===== config.mk =====
export PLATFORM = sky130hd
export DESIGN_NAME = usfc_top
export DESIGN_NICKNAME = d
export VERILOG_FILES = /design/src/hw/usfc_pkg.sv /design/src/hw/usfc_top.sv
export SDC_FILE = /design/constraint.sdc
export NUM_CORES = 1
export LEC_CHECK = 0
export ABC_AREA = 0
export ABC_CLOCK_PERIOD_IN_PS = 2500
export BUFFER_PORTS_ARGS = -buffer_cell sky130_fd_sc_hd__buf_4
export CORE_ASPECT_RATIO = 1.4
export CORE_UTILIZATION = 50
export DETAILED_ROUTE_END_ITERATION = 6
export PLACE_DENSITY = 0.79
export SLEW_MARGIN = 10
export SYNTH_ARGS = -nofsm -noshare
export SYNTH_HDL_FRONTEND = slang
export SYNTH_SLANG_ARGS = --single-unit

===== constraint.sdc =====
create_clock -name ref_clk -period 2.5 [get_ports ref_clk]
set_input_delay 0.5 -clock ref_clk [delete_from_list [all_inputs] [get_ports ref_clk]]
set_output_delay 0.5 -clock ref_clk [all_outputs]
set_load 0.02 [all_outputs]

===== src/hw/usfc_pkg.sv =====
`default_nettype none
package usfc_pkg;
   // Register byte addresses on the plain register port.
   localparam logic [4:0] ADDR_IER = 5'h00;
   localparam logic [4:0] ADDR_IIR_FCR = 5'h01;
   localparam logic [4:0] ADDR_LCR = 5'h02;
   localparam logic [4:0] ADDR_MCR = 5'h03;
   localparam logic [4:0] ADDR_LSR = 5'h04;
   localparam logic [4:0] ADDR_MSR = 5'h05;
   localparam logic [4:0] ADDR_SPR = 5'h06;
   localparam logic [4:0] ADDR_EFR = 5'h07;
   localparam logic [4:0] ADDR_TCR = 5'h08;
   localparam logic [4:0] ADDR_TLR = 5'h09;
   localparam logic [4:0] ADDR_AFR = 5'h0a;
   localparam logic [4:0] ADDR_DLL = 5'h0b;
   localparam logic [4:0] ADDR_DLH = 5'h0c;
   localparam logic [4:0] ADDR_RES1 = 5'h0d;
   localparam logic [4:0] ADDR_RES2 = 5'h0e;
   localparam logic [4:0] ADDR_PAU1 = 5'h0f;
   localparam logic [4:0] ADDR_PAU2 = 5'h10;

   // Values after reset.
   localparam logic [7:0] RST_ZERO = 8'h00;
   localparam logic [7:0] RST_LCR = 8'h1d;
   localparam logic [7:0] RST_LSR = 8'h60;
   localparam logic [7:0] RST_AFR = 8'h10;
   localparam logic [3:0] RST_PINS = 4'hf;

   // Field positions.
   localparam int IIR_PAUSE_BIT = 4;
   localparam int IIR_NONE_BIT = 0;
   localparam int EFR_SPECIAL_BIT = 5;
   localparam int MCR_ANY_RESUME_BIT = 5;
   localparam int MCR_RTS_BIT = 1;
   localparam int MCR_DTR_BIT = 0;
   localparam int IER_PAUSE_BIT = 5;
   localparam int FCR_ENABLE_BIT = 0;
   // Threshold fields count in steps of four characters.
   localparam int LEVEL_STEP_SHIFT = 2;

   // Flow character selection codes of the enhanced feature field.
   localparam logic [1:0] MODE_NONE = 2'h0;
   localparam logic [1:0] MODE_SECOND = 2'h1;
   localparam logic [1:0] MODE_FIRST = 2'h2;
   localparam logic [1:0] MODE_BOTH = 2'h3;

   typedef struct packed {
      logic valid;
      logic err;
      logic [7:0] data;
   } usfc_rx_char_t;

   typedef struct packed {
      logic [7:0] line_control_reg;
      logic [7:0] fifo_control_reg;
      logic [7:0] fifo_trigger_reg;
      logic [7:0] alternate_function_reg;
      logic [7:0] modem_control_reg;
      logic [15:0] divisor;
   } usfc_line_cfg_t;

   typedef enum logic [2:0] {
      RX_IDLE = 3'h1,
      RX_HELD_PAUSE = 3'h2,
      RX_HELD_RESUME = 3'h4
   } usfc_rx_state_t;

   typedef enum logic [2:0] {
      TX_IDLE = 3'h1,
      TX_SEND_A = 3'h2,
      TX_SEND_B = 3'h4
   } usfc_tx_state_t;
endpackage
`default_nettype wire


===== src/hw/usfc_top.sv =====
// Function
// - Enhanced feature bits 3:2 choose which pause/resume characters are transmitted.
// - Enhanced feature bits 1:0 choose which received characters are compared.
// - Receive 11 with transmit 10 or 01 accepts either pause or resume character.
// - With modem control bit 5 set, any character but a matching pause resumes a paused transmitter.
// - Special character equal to second pause sets flag and interrupt but does not halt; stored; INTERRUPT_IDENT_REG read clears.
// - Matching pause halts transmitter after current character, sets flag and interrupt.
// - Matching resume clears the flag, drops the interrupt and resumes transmission.
// - A received character with error is plain data, never a flow character.
// - Send pause characters once the receive level passes the halt threshold.
// - Send resume characters when the receive level reaches the resume threshold.
// - Disabling flow control after a pause was sent sends resume characters.
// - Mode change after pause sends old resume, then new pause if still full.
// - Flow characters are framed as data, cut to the programmed word length.
// - In pair mode an unmatched first character is written to the receive FIFO.
// - Reset sets INTERRUPT_IDENT_REG to bit 0 only and clears INTERRUPT_ENABLE_REG, FIFO_CONTROL_REG, MODEM_CONTROL_REG, ENHANCED_FEATURE_REG, FLOW_THRESHOLD_REG, FIFO_TRIGGER_REG.
// - Reset loads the line control register with 1D hex.
// - Reset leaves the line status register with only bits 5 and 6 set.
// - Reset clears modem status bits 3:0; bits 7:4 follow the modem pins.
// - Reset leaves the alternate function register with only bit 4 set.
// - Reset keeps divisor, scratch and the four flow character registers.
// - In reset serial out, RTS, DTR, RX-ready are high; TX-ready is low.
//
// The placing of the registers and the plain strobed port were left to the implementer.
`timescale 1ns/1ps
`default_nettype none
module usfc_top (
   input wire logic ref_clk,
   input wire logic srst,
   input wire logic ce,
   input wire logic [4:0] regAddr,
   input wire logic [7:0] regWrData,
   input wire logic regWr,
   input wire logic regRd,
   output logic [7:0] regRdData,
   input wire usfc_pkg::usfc_rx_char_t rxChar,
   input wire logic [6:0] rxLevel,
   output logic rxFifoWr,
   output logic [7:0] rxFifoData,
   output logic flowReqValid,
   output logic [7:0] flowReqChar,
   input wire logic flowReqTake,
   output logic txHalt,
   output logic pauseIrq,
   input wire logic txSerial,
   output logic serialOut,
   input wire logic txFifoEmpty,
   input wire logic txShiftEmpty,
   input wire logic txFifoFull,
   input wire logic rxDataReady,
   input wire logic [3:0] modemPinsN,
   output logic rtsN,
   output logic dtrN,
   output logic rxDmaReadyN,
   output logic txDmaReadyN,
   output var usfc_pkg::usfc_line_cfg_t lineCfg
);
   logic [7:0] ier_r, fcr_r, lcr_r, mcr_r, efr_r, tcr_r, tlr_r, afr_r, lsr_r;
   logic [7:0] dll_r, dlh_r, spr_r, resumeFirst_r, resumeSecond_r, pauseFirst_r, pauseSecond_r;
   logic [3:0] msrDelta_r, pinsPrev_r;
   logic flag_r, bySpecial_r, halt_r, irq_r;
   logic [7:0] rdData_r, rdNxt;
   logic fifoWr_r, spillValid_r;
   logic [7:0] fifoData_r, spillData_r, heldChar_r;
   logic serial_r, rts_r, dtr_r, rx_dma_ready_r, tx_dma_ready_r;
   usfc_pkg::usfc_rx_state_t rxState_r;
   usfc_pkg::usfc_tx_state_t txState_r;
   logic flowReq_r, sendPause_r, pauseSent_r;
   logic [7:0] flowChar_r;
   logic [1:0] sendMode_r, sentMode_r;

   function automatic logic [7:0] wlMask(input logic [1:0] wl);
      case (wl)
         2'h0: return 8'h1f;
         2'h1: return 8'h3f;
         2'h2: return 8'h7f;
         default: return 8'hff;
      endcase
   endfunction

   function automatic logic [7:0] pickChar(input logic [1:0] mode, input logic second,
                                           input logic [7:0] c1, input logic [7:0] c2);
      if (mode == usfc_pkg::MODE_BOTH) begin
         return second ? c2 : c1;
      end
      return (mode == usfc_pkg::MODE_FIRST) ? c1 : c2;
   endfunction

   // Register port decode.
   wire wrIer = regWr && regAddr == usfc_pkg::ADDR_IER;
   wire wrFcr = regWr && regAddr == usfc_pkg::ADDR_IIR_FCR;
   wire wrLcr = regWr && regAddr == usfc_pkg::ADDR_LCR;
   wire wrMcr = regWr && regAddr == usfc_pkg::ADDR_MCR;
   wire wrSpr = regWr && regAddr == usfc_pkg::ADDR_SPR;
   wire wrEfr = regWr && regAddr == usfc_pkg::ADDR_EFR;
   wire wrTcr = regWr && regAddr == usfc_pkg::ADDR_TCR;
   wire wrTlr = regWr && regAddr == usfc_pkg::ADDR_TLR;
   wire wrAfr = regWr && regAddr == usfc_pkg::ADDR_AFR;
   wire wrDll = regWr && regAddr == usfc_pkg::ADDR_DLL;
   wire wrDlh = regWr && regAddr == usfc_pkg::ADDR_DLH;
   wire wrRes1 = regWr && regAddr == usfc_pkg::ADDR_RES1;
   wire wrRes2 = regWr && regAddr == usfc_pkg::ADDR_RES2;
   wire wrPau1 = regWr && regAddr == usfc_pkg::ADDR_PAU1;
   wire wrPau2 = regWr && regAddr == usfc_pkg::ADDR_PAU2;
   wire rdIir = regRd && regAddr == usfc_pkg::ADDR_IIR_FCR;
   wire rdMsr = regRd && regAddr == usfc_pkg::ADDR_MSR;
   wire [7:0] iirValue = {fcr_r[usfc_pkg::FCR_ENABLE_BIT], fcr_r[usfc_pkg::FCR_ENABLE_BIT],
                          1'b0, flag_r, 3'h0, ~flag_r};

   // Receive side comparison.
   wire [7:0] wm = wlMask(lcr_r[1:0]);
   wire [7:0] cur = rxChar.data & wm;
   wire isP1 = cur == (pauseFirst_r & wm);
   wire isP2 = cur == (pauseSecond_r & wm);
   wire isR1 = cur == (resumeFirst_r & wm);
   wire isR2 = cur == (resumeSecond_r & wm);
   wire [1:0] rxm = efr_r[1:0];
   wire [1:0] txm = efr_r[3:2];
   wire rxGo = ce && rxChar.valid;
   wire flowOk = rxGo && !rxChar.err;
   wire seqMode = rxm == usfc_pkg::MODE_BOTH &&
                  (txm == usfc_pkg::MODE_BOTH || txm == usfc_pkg::MODE_NONE);
   wire eitherMode = rxm == usfc_pkg::MODE_BOTH && !seqMode;
   wire singleP = (rxm == usfc_pkg::MODE_FIRST && isP1) ||
                  (rxm == usfc_pkg::MODE_SECOND && isP2) || (eitherMode && (isP1 || isP2));
   wire singleR = (rxm == usfc_pkg::MODE_FIRST && isR1) ||
                  (rxm == usfc_pkg::MODE_SECOND && isR2) || (eitherMode && (isR1 || isR2));
   wire heldP = rxState_r == usfc_pkg::RX_HELD_PAUSE;
   wire heldR = rxState_r == usfc_pkg::RX_HELD_RESUME;
   wire seqP = seqMode && heldP && isP2;
   wire seqR = seqMode && heldR && isR2;
   wire pauseAct = flowOk && (singleP || seqP);
   wire resumeAct = flowOk && (singleR || seqR) && !pauseAct;
   wire holdP = flowOk && seqMode && isP1 && !seqP && !seqR;
   wire holdR = flowOk && seqMode && isR1 && !seqP && !seqR && !holdP;
   wire specialHit = flowOk && efr_r[usfc_pkg::EFR_SPECIAL_BIT] && isP2 && !pauseAct;
   wire anyResume = rxGo && mcr_r[usfc_pkg::MCR_ANY_RESUME_BIT] && halt_r && !pauseAct;
   wire consumed = pauseAct || resumeAct || holdP || holdR;
   wire flush = rxGo && (heldP || heldR) && !seqP && !seqR;
   wire writeCur = rxGo && !consumed;
   wire wrNow = spillValid_r || flush || writeCur;
   wire [7:0] dataNow = spillValid_r ? spillData_r : (flush ? heldChar_r : rxChar.data);
   wire spillNxt = flush && writeCur && !spillValid_r;

   // Transmit side thresholds.
   wire [6:0] haltLvl = {1'b0, tcr_r[3:0], 2'h0};
   wire [6:0] resumeLvl = {1'b0, tcr_r[7:4], 2'h0};
   // Hardware flow control is assumed off whenever these characters are used.
   wire needResume = pauseSent_r && (txm != sentMode_r || rxLevel <= resumeLvl);
   wire needPause = !pauseSent_r && txm != usfc_pkg::MODE_NONE && rxLevel > haltLvl;
   wire startSend = txState_r == usfc_pkg::TX_IDLE && (needResume || needPause);
   wire [1:0] newMode = needResume ? sentMode_r : txm;
   wire [7:0] firstChar = needResume ?
                          pickChar(newMode, 1'b0, resumeFirst_r, resumeSecond_r) :
                          pickChar(newMode, 1'b0, pauseFirst_r, pauseSecond_r);
   wire [7:0] secondChar = sendPause_r ? pauseSecond_r : resumeSecond_r;

   always_comb begin
      case (regAddr)
         usfc_pkg::ADDR_IER: rdNxt = ier_r;
         usfc_pkg::ADDR_IIR_FCR: rdNxt = iirValue;
         usfc_pkg::ADDR_LCR: rdNxt = lcr_r;
         usfc_pkg::ADDR_MCR: rdNxt = mcr_r;
         usfc_pkg::ADDR_LSR: rdNxt = lsr_r;
         usfc_pkg::ADDR_MSR: rdNxt = {~modemPinsN, msrDelta_r};
         usfc_pkg::ADDR_SPR: rdNxt = spr_r;
         usfc_pkg::ADDR_EFR: rdNxt = efr_r;
         usfc_pkg::ADDR_TCR: rdNxt = tcr_r;
         usfc_pkg::ADDR_TLR: rdNxt = tlr_r;
         usfc_pkg::ADDR_AFR: rdNxt = afr_r;
         usfc_pkg::ADDR_DLL: rdNxt = dll_r;
         usfc_pkg::ADDR_DLH: rdNxt = dlh_r;
         usfc_pkg::ADDR_RES1: rdNxt = resumeFirst_r;
         usfc_pkg::ADDR_RES2: rdNxt = resumeSecond_r;
         usfc_pkg::ADDR_PAU1: rdNxt = pauseFirst_r;
         usfc_pkg::ADDR_PAU2: rdNxt = pauseSecond_r;
         default: rdNxt = usfc_pkg::RST_ZERO;
      endcase
   end

   // Reset-controlled control registers.
   always_ff @(posedge ref_clk) begin
      if (srst) begin
         ier_r <= usfc_pkg::RST_ZERO;
         fcr_r <= usfc_pkg::RST_ZERO;
         mcr_r <= usfc_pkg::RST_ZERO;
         efr_r <= usfc_pkg::RST_ZERO;
         tcr_r <= usfc_pkg::RST_ZERO;
         tlr_r <= usfc_pkg::RST_ZERO;
         lcr_r <= usfc_pkg::RST_LCR;
         afr_r <= usfc_pkg::RST_AFR;
      end else if (ce) begin
         if (wrIer) ier_r <= regWrData;
         if (wrFcr) fcr_r <= regWrData;
         if (wrMcr) mcr_r <= regWrData;
         if (wrEfr) efr_r <= regWrData;
         if (wrTcr) tcr_r <= regWrData;
         if (wrTlr) tlr_r <= regWrData;
         if (wrLcr) lcr_r <= regWrData;
         if (wrAfr) afr_r <= regWrData;
      end
   end

   // These registers have no reset on purpose, so a reset keeps the programmed baud and characters.
   always_ff @(posedge ref_clk) begin
      if (ce) begin
         if (wrDll) dll_r <= regWrData;
         if (wrDlh) dlh_r <= regWrData;
         if (wrSpr) spr_r <= regWrData;
         if (wrRes1) resumeFirst_r <= regWrData;
         if (wrRes2) resumeSecond_r <= regWrData;
         if (wrPau1) pauseFirst_r <= regWrData;
         if (wrPau2) pauseSecond_r <= regWrData;
      end
   end

   always_ff @(posedge ref_clk) begin
      if (srst) begin
         rdData_r <= usfc_pkg::RST_ZERO;
         lsr_r <= usfc_pkg::RST_LSR;
         msrDelta_r <= 4'h0;
         pinsPrev_r <= usfc_pkg::RST_PINS;
      end else if (ce) begin
         rdData_r <= regRd ? rdNxt : usfc_pkg::RST_ZERO;
         lsr_r <= {1'b0, txShiftEmpty && txFifoEmpty, txFifoEmpty, 4'h0, rxDataReady};
         pinsPrev_r <= modemPinsN;
         // A pin change in the read cycle is kept: the set wins.
         msrDelta_r <= (rdMsr ? 4'h0 : msrDelta_r) | (pinsPrev_r ^ modemPinsN);
      end
   end

   // Pause flag, halt and interrupt.
   always_ff @(posedge ref_clk) begin
      if (srst) begin
         flag_r <= 1'b0;
         bySpecial_r <= 1'b0;
         halt_r <= 1'b0;
         irq_r <= 1'b0;
      end else if (ce) begin
         if (pauseAct || specialHit) begin
            flag_r <= 1'b1;
         end else if (resumeAct || anyResume || (rdIir && bySpecial_r)) begin
            flag_r <= 1'b0;
         end
         if (specialHit) begin
            bySpecial_r <= 1'b1;
         end else if (pauseAct || !flag_r) begin
            bySpecial_r <= 1'b0;
         end
         if (pauseAct) begin
            halt_r <= 1'b1;
         end else if (resumeAct || anyResume) begin
            halt_r <= 1'b0;
         end
         irq_r <= flag_r && ier_r[usfc_pkg::IER_PAUSE_BIT];
      end
   end

   // Receive FIFO write path; a flushed held character can leave one character to spill.
   always_ff @(posedge ref_clk) begin
      if (srst) begin
         fifoWr_r <= 1'b0;
         fifoData_r <= usfc_pkg::RST_ZERO;
         spillValid_r <= 1'b0;
         spillData_r <= usfc_pkg::RST_ZERO;
         heldChar_r <= usfc_pkg::RST_ZERO;
         rxState_r <= usfc_pkg::RX_IDLE;
      end else if (ce) begin
         fifoWr_r <= wrNow;
         fifoData_r <= dataNow;
         spillValid_r <= spillNxt;
         if (spillNxt) spillData_r <= rxChar.data;
         if (holdP || holdR) heldChar_r <= rxChar.data;
         case (rxState_r)
            usfc_pkg::RX_IDLE, usfc_pkg::RX_HELD_PAUSE, usfc_pkg::RX_HELD_RESUME: begin
               if (holdP) begin
                  rxState_r <= usfc_pkg::RX_HELD_PAUSE;
               end else if (holdR) begin
                  rxState_r <= usfc_pkg::RX_HELD_RESUME;
               end else if (rxChar.valid) begin
                  rxState_r <= usfc_pkg::RX_IDLE;
               end
            end
            default: rxState_r <= usfc_pkg::RX_IDLE;
         endcase
      end
   end

   // Flow character sender; the transmitter frames each character like FIFO data.
   always_ff @(posedge ref_clk) begin
      if (srst) begin
         txState_r <= usfc_pkg::TX_IDLE;
         flowReq_r <= 1'b0;
         flowChar_r <= usfc_pkg::RST_ZERO;
         sendMode_r <= usfc_pkg::MODE_NONE;
         sendPause_r <= 1'b0;
         pauseSent_r <= 1'b0;
         sentMode_r <= usfc_pkg::MODE_NONE;
      end else if (ce) begin
         case (txState_r)
            usfc_pkg::TX_IDLE: begin
               if (startSend) begin
                  flowReq_r <= 1'b1;
                  flowChar_r <= firstChar & wm;
                  sendMode_r <= newMode;
                  sendPause_r <= !needResume;
                  pauseSent_r <= !needResume;
                  if (!needResume) sentMode_r <= txm;
                  txState_r <= usfc_pkg::TX_SEND_A;
               end
            end
            usfc_pkg::TX_SEND_A: begin
               if (flowReqTake) begin
                  if (sendMode_r == usfc_pkg::MODE_BOTH) begin
                     flowChar_r <= secondChar & wm;
                     txState_r <= usfc_pkg::TX_SEND_B;
                  end else begin
                     flowReq_r <= 1'b0;
                     txState_r <= usfc_pkg::TX_IDLE;
                  end
               end
            end
            usfc_pkg::TX_SEND_B: begin
               if (flowReqTake) begin
                  flowReq_r <= 1'b0;
                  txState_r <= usfc_pkg::TX_IDLE;
               end
            end
            default: begin
               flowReq_r <= 1'b0;
               txState_r <= usfc_pkg::TX_IDLE;
            end
         endcase
      end
   end

   // Pin outputs; reset forces the idle levels regardless of the clock enable.
   always_ff @(posedge ref_clk) begin
      if (srst) begin
         serial_r <= 1'b1;
         rts_r <= 1'b1;
         dtr_r <= 1'b1;
         rx_dma_ready_r <= 1'b1;
         tx_dma_ready_r <= 1'b0;
      end else if (ce) begin
         serial_r <= txSerial;
         rts_r <= !mcr_r[usfc_pkg::MCR_RTS_BIT];
         dtr_r <= !mcr_r[usfc_pkg::MCR_DTR_BIT];
         rx_dma_ready_r <= rxLevel == 7'h00;
         tx_dma_ready_r <= txFifoFull;
      end
   end

   assign regRdData = rdData_r;
   assign rxFifoWr = fifoWr_r;
   assign rxFifoData = fifoData_r;
   assign flowReqValid = flowReq_r;
   assign flowReqChar = flowChar_r;
   assign txHalt = halt_r;
   assign pauseIrq = irq_r;
   assign serialOut = serial_r;
   assign rtsN = rts_r;
   assign dtrN = dtr_r;
   assign rxDmaReadyN = rx_dma_ready_r;
   assign txDmaReadyN = tx_dma_ready_r;
   assign lineCfg = {lcr_r, fcr_r, tlr_r, afr_r, mcr_r, dlh_r, dll_r};
endmodule
`default_nettype wire

-- Yosys cells after proc, flatten, opt, wreduce, memory -nomap -nowiden
Index checks and enable logic that the tools add are counted.
- flip-flop bits (word level): 192
- word-level logic and storage cells: 265
- magnitude comparators: 2
- eq/ne operators: 42
- multiplexer cells: 40
- bitwise operators: 11
- reductions and logical operators: 131
- operators by type and width (cell ; number):
    $pmux W8 S17 ; 1
    $mux W8 ; 14
    $logic_and A1 B1 Y1 ; 61
    $and A8 B8 Y8 ; 7
    $reduce_and A2 Y1 ; 21
    $eq A5 B4 Y1 const B ; 8
    $eq A8 B8 Y1 ; 4
    $mux W3 ; 8
    $pmux W8 S3 ; 1
    $logic_or A1 B1 Y1 ; 22
    $eq A5 B3 Y1 const B ; 4
    $pmux W8 S2 ; 1
    $eq A2 B2 Y1 const B ; 7
    $logic_not A1 Y1 ; 13
    $mux W1 ; 11
    $eq A5 B2 Y1 const B ; 2
    $ne A2 B2 Y1 const B ; 5
    $reduce_and A5 Y1 ; 2
    $reduce_bool A2 Y1 ; 5
    $pmux W3 S3 ; 1
    $gt A7 B6 Y1 ; 1
    $le A7 B6 Y1 ; 1
    $logic_not A7 Y1 ; 1
    $eq A3 B1 Y1 const B ; 2
    other kinds (19) ; 23

-- Depth between registers and ports, before layout
- depth after elaboration: 19
- depth in mapped cells: 10
- depth with buffers taken out: 9

-- Worst setup path before layout
OpenSTA, ideal clock, no wires.
- kind: input to register
- start: input rxLevel[3]
- end: register flowChar_r[4], in the netlist flowReqChar[4]
- setup time: 0.059 ns
- data arrival time: 2.469 ns
- data required time: 2.441 ns
- slack: -0.029 ns
- stages: 8
- cells stage by stage: ha_1 > nor2b_1 > o211ai_1 > a21oi_1 > o211ai_1 > a2111o_1 > a31oi_1 > a22o_1
- word-level cells in the longest chain between the ends: 11
- elaborated cells between the ends (all ways): 21
- ends and longest elaborated chain (item ; line ; source):
    start, declared ; usfc_top.sv:37 ; input wire logic [6:0] rxLevel,
    $le A7 B6 Y1 ; usfc_top.sv:149 ; wire needResume = pauseSent_r && (txm != sentMode_r || rxLevel <= resumeLvl);
    $logic_or A1 B1 Y1 ; usfc_top.sv:149 ;
    $logic_and A1 B1 Y1 ; usfc_top.sv:149 ;
    $mux W2 ; - ;
    $eq A2 B2 Y1 (on tied branches) ; usfc_top.sv:86, usfc_top.sv:83 ;
    $mux W8 / $mux W1 (equally long branches) ; usfc_top.sv:86, usfc_top.sv:83 ;
    $mux W8 ; usfc_top.sv:86 ; return (mode == usfc_pkg::MODE_FIRST) ? c1 : c2;
    $mux W8 ; usfc_top.sv:153 ; wire [7:0] firstChar = needResume ?
    $and A8 B8 Y8 ; usfc_top.sv:304 ; flowChar_r <= firstChar & wm;
    $mux W8 ; usfc_top.sv:302 ; if (startSend) begin
    $pmux W8 S2 ; usfc_top.sv:300 ; case (txState_r)
    end signal, assigned ; usfc_top.sv:294 ; flowChar_r <= usfc_pkg::RST_ZERO;
    end signal, assigned ; usfc_top.sv:304 ;
    end signal, assigned ; usfc_top.sv:315 ; flowChar_r <= secondChar & wm;
    end, declared ; usfc_top.sv:69 ; logic [7:0] flowChar_r;
Parallel ways exist; a longest one is shown, timed or not. The select of a mux whose other input is x is not followed.
A chain may end at the register's enable or synchronous reset.

-- Worst setup path in the final report
- start: register tcr_r[5]
- end: register flowChar_r[4], in the netlist flowReqChar[4]
- word-level cells in the longest chain between the ends: 11
- elaborated cells between the ends (all ways): 19
- ends and longest elaborated chain (item ; line ; source):
    start, declared ; usfc_top.sv:58 ; logic [7:0] ier_r, fcr_r, lcr_r, mcr_r, efr_r, tcr_r, tlr_r, afr_r, lsr_r;
    start signal, assigned ; usfc_top.sv:188 ; tcr_r <= usfc_pkg::RST_ZERO;
    start signal, assigned ; usfc_top.sv:197 ; if (wrTcr) tcr_r <= regWrData;
    $le A7 B6 Y1 (*) ; usfc_top.sv:149 ;
    $logic_or A1 B1 Y1 (*) ; usfc_top.sv:149 ;
    $logic_and A1 B1 Y1 (*) ; usfc_top.sv:149 ;
    $mux W2 ; - ;
    $eq A2 B2 Y1 (on tied branches) ; usfc_top.sv:86, usfc_top.sv:83 ;
    $mux W8 / $mux W1 (equally long branches) ; usfc_top.sv:86, usfc_top.sv:83 ;
    $mux W8 ; usfc_top.sv:86 ;
    $mux W8 ; usfc_top.sv:153 ;
    $and A8 B8 Y8 ; usfc_top.sv:304 ;
    $mux W8 ; usfc_top.sv:302 ;
    $pmux W8 S2 ; usfc_top.sv:300 ;
Mark *: on every way between the ends. The rest lies on a longest branch, timed or not. The select of a mux whose other input is x is not followed.

==> results.cfg <==
[drt]
drc = 0
wire_per_inst_um = 22.9
drt_pre_antenna_iters = 6
viasPerCell = 6.13
num_vias = 9200
ant_nets = 0
drt_iter0_drc = 965
wl_um = 34400

[global_routing]
antenna_found_initial = 0
grt_use_total = 0.358
grt_max_degree = 106
gr-total-overflow = 0
grt_pass1_wl_um = 51500
grt_pass1_vias = 8844

[placed_design]
routabilityCongestion = 1.02
dp_hpwl_um = 25400
dpl-instance-area_mm2 = 0.0115
dp_slack_ns = -0.326
port_buffers = 133

[die]
num_io_pins = 134
dieArea_mm2 = 0.0193
fp.dieH_um = 164
core_region_area_mm2 = 0.0181
placementRows = 58
start_util = 0.517
die_w_um = 118

[clock_network]
clk-insertion-delay-late_ns = 0.45
ctsHoldBuffers = 0
htree_levels = 4
cts.sinks = 192
numCtsBuffers = 17
clk_pin_slew_worst_paths_ns = 0.08
cts_tree = built
clk_path_buf_depth = 2
cts_root_buf = clkbuf_16

[logic_synthesis]
synth.ff_latch_count = 192
yosysWarnings = 0
synth_fp_nets = 1075
async_flop_share = 0
yosysSeqAreaShare = 0.470
synth.avg_cell_area_um2 = 9.18
synth_ff_type = dfxtp_1
synth_edf_count = 56
syn_inst = 1021
ys_types = 79
synthesis.area_mm2 = 0.00938

[timing]
layout_setup_ws_ns = 0.0404
setup_viol = 0
hold_viol = 0
slew_headroom = 0.649
clock.fmax_mhz = 407
fin_crit_sh = 0.984
rsz0062_at_grt = true
fin_crit_ns = 2.46
skew_ns = 0.00874
fin_setup_tns_ns = 0
drv_slew = 0
worst_slew_pin_slew_ns = 0.525

[setup_path]
arrival_ns = 2.80
required_ns = 2.84
end_kind = flip-flop
crit_type = flip-flop to flip-flop
cp-start-kind = flip-flop
crit_fanout = 4

[run]
cap_violations = 0

[power]
power.density_mw_per_mm2 = 549
total_power_w = 0.00672
leakage_nw = 4.71
ir_drop_mv = 0.376

[cells_and_area]
fill_cells = 1460
multiInputGateArea_mm2 = 0.00464
drive_above_1_share = 0.286
post-route-util = 0.674
area_growth_pct = 30.5
finalInstanceArea_mm2 = 0.0122
fin_nets = 1301
ff_latch_area_mm2 = 0.00441

[status]
outcome = finished, final reports clean

[min_path]
hold_path_class = input port to flip-flop
==> where the power goes <==
| part | internal, W | switching, W |
|---|---|---|
| combinational | 0.000268 | 0.000388 |
| sequential | 0.00323 | 0.0000294 |
| clock | 0.00146 | 0.00134 |
| total | 0.00496 | 0.00176 |
==> Yosys cell counts, types with 5 or more instances <==
| library cell | n | area [um2] |
|---|---|---|
| a21oi_1 | 91 | 455 |
| nor3_1 | 18 | 90.1 |
| a31oi_1 | 8 | 50.1 |
| and3_1 | 11 | 68.8 |
| xor2_1 | 12 | 105 |
| nand3_1 | 44 | 220 |
| a22o_1 | 5 | 43.8 |
| a211oi_1 | 6 | 45.0 |
| mux2i_1 | 63 | 631 |
| dfxtp_1 | 136 | 2720 |
| ha_1 | 9 | 113 |
| nand2b_1 | 7 | 43.8 |
| nand4_1 | 10 | 62.6 |
| a222oi_1 | 8 | 80.1 |
| inv_1 | 15 | 56.3 |
| clkbuf_1 | 64 | 240 |
| buf_1 | 5 | 18.8 |
| a32o_1 | 9 | 90.1 |
| and2_1 | 13 | 81.3 |
| a221oi_1 | 13 | 114 |
| buf_6 | 8 | 90.1 |
| xnor2_1 | 24 | 210 |
| nor2_1 | 59 | 221 |
| a22oi_1 | 21 | 158 |
| edfxtp_1 | 56 | 1680 |
| o211ai_1 | 10 | 75.1 |
| nand2_1 | 174 | 653 |
| nor2b_1 | 18 | 113 |
| o22ai_1 | 7 | 43.8 |
| o21ai_0 | 26 | 130 |
==> worst max-delay path, stage by stage, from the launching register on <==
cell	delay [ns]
dfxtp_1	0.33
inv_1	0.08
ha_1	0.30
nor2b_1	0.15
o211ai_1	0.10
a21oi_1	0.16
o211ai_1	0.13
a2111o_1	0.60
buf_6	0.18
and3_1	0.13
a22o_1	0.19
==> stage by stage <==
stage | std cells | hold slack, ns
finish | 1501 | 0.271
global route | 1500 | 0.269
CTS | 1497 | 0.263
detailed placement | 1462 | 0.445
global placement | 1462 | 0.439
floorplan | 1021 | 0.430
==> worst paths after layout <==
path | start | endpoint | slack, ns | cells after the start
min reg2reg | heldChar_r[5]$_SDFFE_PP0P_ | rxFifoData[5]$_SDFFE_PP0P_ | 0.46 | 2
min | txSerial | serialOut$_SDFFE_PP1P_ | 0.27 | 3
max reg2reg | tcr_r[5]$_SDFFE_PP0P_ | flowReqChar[4]$_SDFFE_PP0P_ | 0.04 | 10
max | tcr_r[5]$_SDFFE_PP0P_ | flowReqChar[4]$_SDFFE_PP0P_ | 0.04 | 10
==> placed cells by master, fill, tap and decap left out, types with 17 or more instances in the layout <==
cell / instances
nand2_1: 174
mux2i_1: 62
dfxtp_1: 133
a21oi_1: 91
clkbuf_16: 17
a22oi_1: 21
o21ai_0: 25
buf_4: 283
nor2b_1: 18
nand3_1: 43
xnor2_1: 24
edfxtp_1: 56
nor3_1: 18
nor2_1: 59
==> logic make-up after synthesis <==
| kind of cell | after synthesis | synth area share |
|---|---|---|
| simple gates | 382 | 0.194 |
| compound gates | 235 | 0.166 |
| flops | 192 | 0.470 |
| xor+xnor | 39 | 0.0400 |
| fa+ha+maj | 9 | 0.0120 |
| buf+inv | 98 | 0.0468 |
| mux | 66 | 0.0709 |
==> per-layer routing <==
layer  GRT usage  vias to the layer above  part of all wire
met3      0.0594                      156             0.068
met2       0.622                      505              0.49
li1            -                     4129                 -
met4       0.275                        0             0.080
met5           0                        -                 0
met1       0.393                     4410              0.36
==> cell type report <==
cell class                      count  share of cell area
Multi-Input combinational cell    731               0.379
Sequential cell                   192               0.360
Timing Repair Buffer              289               0.182
Clock buffer                       18              0.0359
Tap cell                          240              0.0245
Clock inverter                     14              0.0133
Inverter                           16             0.00491
Antenna cell                        1            0.000204
==> what timing repair did <==
action	4_1_cts	5_1_grt
endpoints found under the hold margin	0	0
pin swaps	2	12
gates cloned	0	0
setup endpoints to repair	11	23
buffers inserted	3	4
resized for setup	4	18
No activity file was read; power rests on OpenSTA's default activity.
